$ cat config.mk
export PLATFORM = sky130hd
export DESIGN_NAME = tcpu_timer_counter_pwm_unit
export DESIGN_NICKNAME = d
export VERILOG_FILES = /design/src/hw/tcpu_timer_counter_pwm_unit.v
export VERILOG_INCLUDE_DIRS = /design/src /design/src/hw
export SDC_FILE = /design/constraint.sdc
export NUM_CORES = 1
export LEC_CHECK = 0
export CAP_MARGIN = 0
export CORE_ASPECT_RATIO = 0.9
export CORE_MARGIN = 10
export CORE_UTILIZATION = 60
export CTS_BUF_LIST = sky130_fd_sc_hd__clkbuf_2
export DETAILED_ROUTE_END_ITERATION = 8
export DONT_BUFFER_PORTS = 1
export HOLD_SLACK_MARGIN = 0.02
export PLACE_DENSITY = 0.76
export SKIP_CTS_REPAIR_TIMING = 1
export SLEW_MARGIN = 5
export SYNTH_ARGS = -nofsm -noshare
export SYNTH_HDL_FRONTEND = slang
export SYNTH_SLANG_ARGS = --single-unit
$ cat constraint.sdc
create_clock -name clk -period 8.3 [get_ports clk]
set_clock_uncertainty 0.2 [all_clocks]
set_input_delay 0.83 -clock clk [delete_from_list [all_inputs] [get_ports clk]]
set_output_delay 0.83 -clock clk [all_outputs]
set_load 0.01 [all_outputs]
$ cat src/hw/tcpu_regs.vh
`ifndef TCPU_REGS_VH
`define TCPU_REGS_VH
// Register word offsets.
`define TCPU_CTRL_OFF 4'h0
`define TCPU_PERIOD_OFF 4'h1
`define TCPU_CMP_OFF 4'h2
`define TCPU_DEAD_OFF 4'h3
`define TCPU_CAPT_OFF 4'h4
`define TCPU_COUNT_OFF 4'h5
`define TCPU_STAT_OFF 4'h6
// Control field positions.
`define TCPU_CTRL_RUN 0
`define TCPU_CTRL_AUTO 1
`define TCPU_CTRL_DOWN 2
`define TCPU_CTRL_KILLV 3
`define TCPU_CTRL_CSEL_LO 4
`define TCPU_CTRL_SSEL_LO 8
`define TCPU_CTRL_KEN 12
// Reset values.
`define TCPU_CTRL_RST 32'h0000_0002
`define TCPU_PERIOD_RST 16'hffff
`define TCPU_CMP_RST 16'h8000
`define TCPU_DEAD_RST 8'h00
`endif

$ cat src/hw/tcpu_timer_counter_pwm_unit.v
`timescale 1ns/10ps
`include "tcpu_regs.vh"
// What this block does
// - Sixteen-bit counter, period set by software.
// - Capture event copies count to capture register.
// - Capture source selectable, pins among sources.
// - At period, halt or reload per configuration.
// - Compare against counter gives PWM duty output.
// - True and complement outputs with dead band.
// - Kill input forces outputs safe once its pin filter settles.
// - Five pin triggers start or capture.
module tcpu_timer_counter_pwm_unit #(
  parameter WIDTH = 16,
  parameter NTRIG = 5
) (
  input wire clk,
  input wire rst_n,
  input wire [3:0] avs_address,
  input wire avs_read,
  input wire avs_write,
  input wire [31:0] avs_writedata,
  input wire [3:0] avs_byteenable,
  output reg [31:0] avs_readdata,
  output reg avs_waitrequest,
  input wire [NTRIG-1:0] pin_trigger_in,
  input wire kill_in,
  output reg pwm_true_out,
  output reg pwm_complement_out,
  output reg overflow_out,
  output reg underflow_out,
  output reg match_out
);
  reg [31:0] ctrl_reg;
  reg [WIDTH-1:0] period_reg;
  reg [WIDTH-1:0] cmp_reg;
  reg [7:0] dead_reg;
  reg [WIDTH-1:0] capt_reg;
  reg [WIDTH-1:0] count_reg;
  reg capt_flag_reg;
  reg done_reg;
  reg [NTRIG-1:0] s1_reg;
  reg [NTRIG-1:0] s2_reg;
  reg [NTRIG-1:0] s3_reg;
  reg [NTRIG-1:0] trig_lvl_reg;
  reg [NTRIG-1:0] trig_prev_reg;
  reg k1_reg;
  reg k2_reg;
  reg k3_reg;
  reg kill_lvl_reg;
  reg pwm_raw_reg;
  reg pwm_prev_reg;
  reg [7:0] dead_cnt_reg;
  reg ack_reg;
  reg sw_capt_reg;
  // Avalon: one wait cycle, answer on the following edge.
  // A write lands on the edge that takes it, the same edge on which waitrequest drops.
  // This keeps the answer a plain flop, at the cost of one wait state per access.
  wire req = (avs_read | avs_write) & ~ack_reg;
  wire wr = avs_write & req;
  wire [NTRIG-1:0] trig_rise = trig_lvl_reg & ~trig_prev_reg;
  wire [2:0] csel = ctrl_reg[`TCPU_CTRL_CSEL_LO +: 3];
  wire [2:0] ssel = ctrl_reg[`TCPU_CTRL_SSEL_LO +: 3];
  wire run = ctrl_reg[`TCPU_CTRL_RUN];
  wire down = ctrl_reg[`TCPU_CTRL_DOWN];
  // Source codes 0..4 pick a pin edge, 5 picks a software strobe for capture only, others none.
  wire capt_evt = (csel < NTRIG) ? trig_rise[csel] : (csel == 3'h5 ? sw_capt_reg : 1'b0);
  wire start_evt = (ssel < NTRIG) ? trig_rise[ssel] : 1'b0;
  wire at_end = down ? (count_reg == {WIDTH{1'b0}}) : (count_reg == period_reg);
  wire kill = kill_lvl_reg & ctrl_reg[`TCPU_CTRL_KEN];
  wire killv = ctrl_reg[`TCPU_CTRL_KILLV];
  // Zero bits that pad a counter-wide register up to the bus word.
  localparam PAD = 32 - WIDTH;
  // Unmapped words read as zero, so software probing them never sees stale data.
  reg [31:0] rdata_next;
  always @* begin
    case (avs_address)
      `TCPU_CTRL_OFF: rdata_next = ctrl_reg;
      `TCPU_PERIOD_OFF: rdata_next = {{PAD{1'b0}}, period_reg};
      `TCPU_CMP_OFF: rdata_next = {{PAD{1'b0}}, cmp_reg};
      `TCPU_DEAD_OFF: rdata_next = {24'h000000, dead_reg};
      `TCPU_CAPT_OFF: rdata_next = {{PAD{1'b0}}, capt_reg};
      `TCPU_COUNT_OFF: rdata_next = {{PAD{1'b0}}, count_reg};
      `TCPU_STAT_OFF: rdata_next = {29'h0, kill_lvl_reg, done_reg, capt_flag_reg};
      default: rdata_next = 32'h0000_0000;
    endcase
  end
  integer b;
  always @(posedge clk) begin
    if (!rst_n) begin
      ack_reg <= 1'b0;
      avs_waitrequest <= 1'b1;
      avs_readdata <= 32'h0000_0000;
      ctrl_reg <= `TCPU_CTRL_RST;
      period_reg <= `TCPU_PERIOD_RST;
      cmp_reg <= `TCPU_CMP_RST;
      dead_reg <= `TCPU_DEAD_RST;
      sw_capt_reg <= 1'b0;
    end else begin
      ack_reg <= req;
      avs_waitrequest <= ~req;
      sw_capt_reg <= 1'b0;
      if (req)
        avs_readdata <= rdata_next;
      if (wr) begin
        case (avs_address)
          `TCPU_CTRL_OFF: for (b = 0; b < 4; b = b + 1)
            if (avs_byteenable[b])
              ctrl_reg[b*8 +: 8] <= avs_writedata[b*8 +: 8];
          `TCPU_PERIOD_OFF: for (b = 0; b < 2; b = b + 1)
            if (avs_byteenable[b])
              period_reg[b*8 +: 8] <= avs_writedata[b*8 +: 8];
          `TCPU_CMP_OFF: for (b = 0; b < 2; b = b + 1)
            if (avs_byteenable[b])
              cmp_reg[b*8 +: 8] <= avs_writedata[b*8 +: 8];
          `TCPU_DEAD_OFF: if (avs_byteenable[0])
            dead_reg <= avs_writedata[7:0];
          `TCPU_CAPT_OFF: sw_capt_reg <= avs_byteenable[0] & avs_writedata[0];
          default: ;
        endcase
      end
      // A pin start trigger sets run; a halt at period clears it.
      if (start_evt)
        ctrl_reg[`TCPU_CTRL_RUN] <= 1'b1;
      else if (run && at_end && !ctrl_reg[`TCPU_CTRL_AUTO])
        ctrl_reg[`TCPU_CTRL_RUN] <= 1'b0;
    end
  end
  // Pin inputs: three flops, change accepted once the second and third agree.
  // The agreement gives hysteresis: a one-cycle glitch cannot make a false edge,
  // at the price of one more cycle of latency from pin to event.
  always @(posedge clk) begin
    if (!rst_n) begin
      s1_reg <= {NTRIG{1'b0}};
      s2_reg <= {NTRIG{1'b0}};
      s3_reg <= {NTRIG{1'b0}};
      trig_lvl_reg <= {NTRIG{1'b0}};
      trig_prev_reg <= {NTRIG{1'b0}};
      k1_reg <= 1'b0;
      k2_reg <= 1'b0;
      k3_reg <= 1'b0;
      kill_lvl_reg <= 1'b0;
    end else begin
      s1_reg <= pin_trigger_in;
      s2_reg <= s1_reg;
      s3_reg <= s2_reg;
      trig_lvl_reg <= (s2_reg & s3_reg) | (trig_lvl_reg & (s2_reg | s3_reg));
      trig_prev_reg <= trig_lvl_reg;
      k1_reg <= kill_in;
      k2_reg <= k1_reg;
      k3_reg <= k2_reg;
      if (k2_reg == k3_reg)
        kill_lvl_reg <= k3_reg;
    end
  end
  // Counter, capture and event pulses.
  always @(posedge clk) begin
    if (!rst_n) begin
      count_reg <= {WIDTH{1'b0}};
      capt_reg <= {WIDTH{1'b0}};
      capt_flag_reg <= 1'b0;
      done_reg <= 1'b0;
      overflow_out <= 1'b0;
      underflow_out <= 1'b0;
      match_out <= 1'b0;
    end else begin
      overflow_out <= 1'b0;
      underflow_out <= 1'b0;
      match_out <= run && (count_reg == cmp_reg);
      // A capture in the same cycle as a software clear wins, so no event is lost.
      if (capt_evt) begin
        capt_reg <= count_reg;
        capt_flag_reg <= 1'b1;
      end else if (wr && avs_address == `TCPU_STAT_OFF && avs_writedata[0])
        capt_flag_reg <= 1'b0;
      if (start_evt)
        done_reg <= 1'b0;
      else if (run && at_end && !ctrl_reg[`TCPU_CTRL_AUTO])
        done_reg <= 1'b1;
      // Without auto reload the count parks on its limit, so software reads where it stopped.
      if (run) begin
        if (at_end) begin
          if (ctrl_reg[`TCPU_CTRL_AUTO])
            count_reg <= down ? period_reg : {WIDTH{1'b0}};
          overflow_out <= ~down;
          underflow_out <= down;
        end else
          count_reg <= down ? count_reg - 1'b1 : count_reg + 1'b1;
      end
    end
  end
  // PWM and dead band: each output turns on only after the delay expires.
  // Even a dead value of zero blanks both outputs for one cycle on every change.
  // That costs a little duty range; only a kill with killv set drives both switches at once.
  always @(posedge clk) begin
    if (!rst_n) begin
      pwm_raw_reg <= 1'b0;
      pwm_prev_reg <= 1'b0;
      dead_cnt_reg <= 8'h00;
      pwm_true_out <= 1'b0;
      pwm_complement_out <= 1'b0;
    end else begin
      pwm_raw_reg <= count_reg < cmp_reg;
      pwm_prev_reg <= pwm_raw_reg;
      if (pwm_raw_reg != pwm_prev_reg)
        dead_cnt_reg <= dead_reg;
      else if (dead_cnt_reg != 8'h00)
        dead_cnt_reg <= dead_cnt_reg - 8'h01;
      if (kill) begin
        // Kill bypasses software and the dead-band counter entirely.
        pwm_true_out <= killv;
        pwm_complement_out <= killv;
      end else if (pwm_raw_reg != pwm_prev_reg || dead_cnt_reg != 8'h00) begin
        pwm_true_out <= 1'b0;
        pwm_complement_out <= 1'b0;
      end else begin
        pwm_true_out <= pwm_raw_reg;
        pwm_complement_out <= ~pwm_raw_reg;
      end
    end
  end
endmodule // tcpu_timer_counter_pwm_unit

==> metrics.csv <==
stage,metric,value,unit
clocking,cts_tree,done,
detailed_routing,ant_nets,0,
worst_hold_path,min_from,rst_n,
detailed_routing,vias_per_cell,6.348,
yosys,yosysMostFrequentCell,dfxtp_1,
clocking,cts.sink_count,185,
power_and_ir_drop,peakVddDrop,0.1400,mV
detailed_routing,routed_wl,23960,um
setup_path,r2r_slack,5.04,ns
worst_hold_path,whs_endpoint,period_reg[8]$_SDFFE_PN1P_,
clocking,clkTransAtPathRegs,0.27,ns
sta,tns,0,ns
global_route,grt_pass1_wl,36450,um
setup_path,crit_path_start_kind,register,
yosys,ys_types,60,
detailed_routing,top_layer,met4,
yosys,synth_xor_area_share,2.814,%
yosys,synthFlopType,dfxtp_1,
job,maxCapViolations,0,
sta,setup-violations-final,0,
yosys,ys_warn_count,0,
yosys,synth_cells,940,
yosys,synth-seq-area-share,44.07,%
sta,period_share,39.24,%
clocking,clk_path_buf_depth,2,
setup_path,cp.required,8.81,ns
yosys,synth_edf_count,0,
setup_path,critical_path_class,register to register,
place,gp_congestion,0.9091,
die,fp.dieW,144.7,um
worst_hold_path,hold_path_class,input port to register,
global_route,overflow,0,
detailed_routing,dr_total_vias,7256,
setup_path,timing.rr.start,count_reg[0]$_SDFFE_PN0P_,
global_route,grt_max_degree,55,
power_and_ir_drop,p_per_area,164.1,mW/mm2
detailed_routing,dr.pass1.iters,6,
yosys,synth.avg_cell_area,8.939,um2
sta,timing.fmax,0.3070,GHz
yosys,yosys.area_share.adder,4.854,%
finish,num_antenna_cells,0,
worst_hold_path,hold_depth,2,
detailed_routing,wl_met1,9840,um
clocking,h-tree-depth,4,
clocking,cts_inserted_buffers,17,
sta,min_period,3.257,ns
place,dp_hpwl,16990,um
yosys,synthTopCellsByCount,"dfxtp_1 (185), nor2_1 (118), nand2_1 (96)",
finish,fin_area,0.009155,mm2
die,rows,40,
die,dieArea,0.01915,mm2
yosys,syn_nets,1022,
sta,max-slew-margin-rel,17.65,%
setup_path,cp.arrival,3.77,ns
die,core_area,0.01351,mm2
setup_path,endpoint_kind,register,
detailed_routing,routed-wl-met3,2387,um
global_route,grt_pass1_vias,6724,
sta,worst_pin_slew,1.231,ns
yosys,synth_area,0.008403,mm2
clocking,insertion_delay,0.77,ns
detailed_routing,drc_errors,0,
setup_path,reg2reg_depth,7,
place,place.port_buffers,0,
sta,rsz0062_at_grt,false,
yosys,synth_top_family_by_area,simple AND/OR/NAND/NOR gates,
power_and_ir_drop,leakage,0.003768,uW
global_route,track_usage,23.90,%
detailed_routing,drt-initial-drc-count,727,
yosys,async_reset_ff_share,0,%
setup_path,path_max_fanout,29,
detailed_routing,wl_per_cell,20.96,um
yosys,yosysTopAreaCellShare,44.07,%
place,place_area,0.008504,mm2
sta,slew_viol_final,0,
detailed_routing,wl_met2,11000,um
setup_path,timing.rr.end,count_reg[5]$_SDFFE_PN0P_,
die,initial_core_util,62.19,%
yosys,synth-compound-area-share,16.19,%
run_status,status,"complete, no violations",
yosys,synth-seq-cells,185,
sta,finalHoldViolCount,0,
finish,layout-drive-gt1-share,6.051,%
finish,syn2layout_area_growth,8.949,%
yosys,yosys.area_share.simple,19.21,%
global_route,antenna_found_initial,0,
power_and_ir_drop,power,1502,uW
die,die_y,132.3,um
finish,nFillCells,1080,
yosys,yosys.area.top_type,dfxtp_1,
yosys,synthMuxAreaShare,9.425,%
finish,nNetsFinal,1044,
die,io_pins,88,
yosys,synth_area_leaders,"dfxtp_1 (44%), mux2i_1 (9.3%), nor2_1 (5.3%), ha_1 (4.6%), nand2_1 (4.3%)",
clocking,cts-root-buf,clkbuf_2,
finish,final_util,67.75,%
worst max-delay path by stage:
stage / startpoint / endpoint / slack (ns)
2_1_floorplan: ctrl_reg[2]$_SDFFE_PN0P_ / count_reg[15]$_SDFFE_PN0P_ / 5.68
3_3_place_gp: count_reg[9]$_SDFFE_PN0P_ / count_reg[3]$_SDFFE_PN0P_ / 5.20
3_5_place_dp: count_reg[9]$_SDFFE_PN0P_ / count_reg[5]$_SDFFE_PN0P_ / 5.15
4_1_cts: count_reg[0]$_SDFFE_PN0P_ / count_reg[5]$_SDFFE_PN0P_ / 5.10
5_1_grt: count_reg[0]$_SDFFE_PN0P_ / count_reg[3]$_SDFFE_PN0P_ / 4.73
6_report: count_reg[0]$_SDFFE_PN0P_ / count_reg[5]$_SDFFE_PN0P_ / 5.04
power breakdown:
part | internal (uW) | leakage, uW | switching [uW]
combinational | 60.8 | 0.00214 | 85.7
sequential | 909 | 0.00150 | 16.0
clock | 92.6 | 0.000126 | 338
worst max-delay path, stage by stage (launching register included):
cell,delay [ns]
dfxtp_1,0.68
xnor2_1,0.12
nand4_1,0.12
nor4_1,0.08
a21oi_2,0.70
o21a_1,0.89
nor2_1,0.12
a311oi_2,0.28
layout make-up:
cell class	instances	area (um2)	share of cell area, %
clock inverters	14	132.6	1.449
clock buffers	18	90.09	0.9840
flip-flops and latches	185	3704	40.45
repair buffers	49	488.0	5.330
well taps	168	210.2	2.296
multi-input cells	683	4433	48.42
inverters	26	97.59	1.066
cells by family (layout without fill, tap and decap cells):
kind of cell / Yosys count / in the layout
AOI/OAI and AO/OA: 196 / 196
xor gates and xnor gates: 27 / 27
adders and majority gates: 32 / 32
buffers and inverters: 72 / 107
DFF: 185 / 185
muxes: 79 / 79
and+or+nand+nor: 349 / 349
per-stage QoR:
| stage | std cells | hold WS [ns] | setup slack, ns |
|---|---|---|---|
| after global routing | 1143 | 0.1053 | 4.730 |
| after floorplan | 940 | 0.2119 | 5.676 |
| after CTS | 1102 | -0.1146 | 5.099 |
| final | 1143 | 0.1470 | 5.043 |
| after detailed placement | 1070 | 0.2228 | 5.147 |
| after global placement | 1070 | 0.2133 | 5.204 |
metal layers:
layer	global-route usage, %	vias up
met2	37.59	359
met4	8.810	0
met1	30.37	3451
met5	0	-
li1	-	3381
met3	6.520	65
placed cells by master (no fill, tap or decap), types with 18 or more instances in the layout:
master and instances:
xnor2_1 23, ha_1 31, dlygate4sd3_1 40, a22oi_1 20
mux2i_1 78, and2_1 25, dfxtp_1 185, nand2_1 96
a21oi_1 41, inv_1 24, o21ai_0 27, nand3_1 41
clkbuf_2 18, nor2_1 117
No activity file was read; power rests on OpenSTA's default activity.
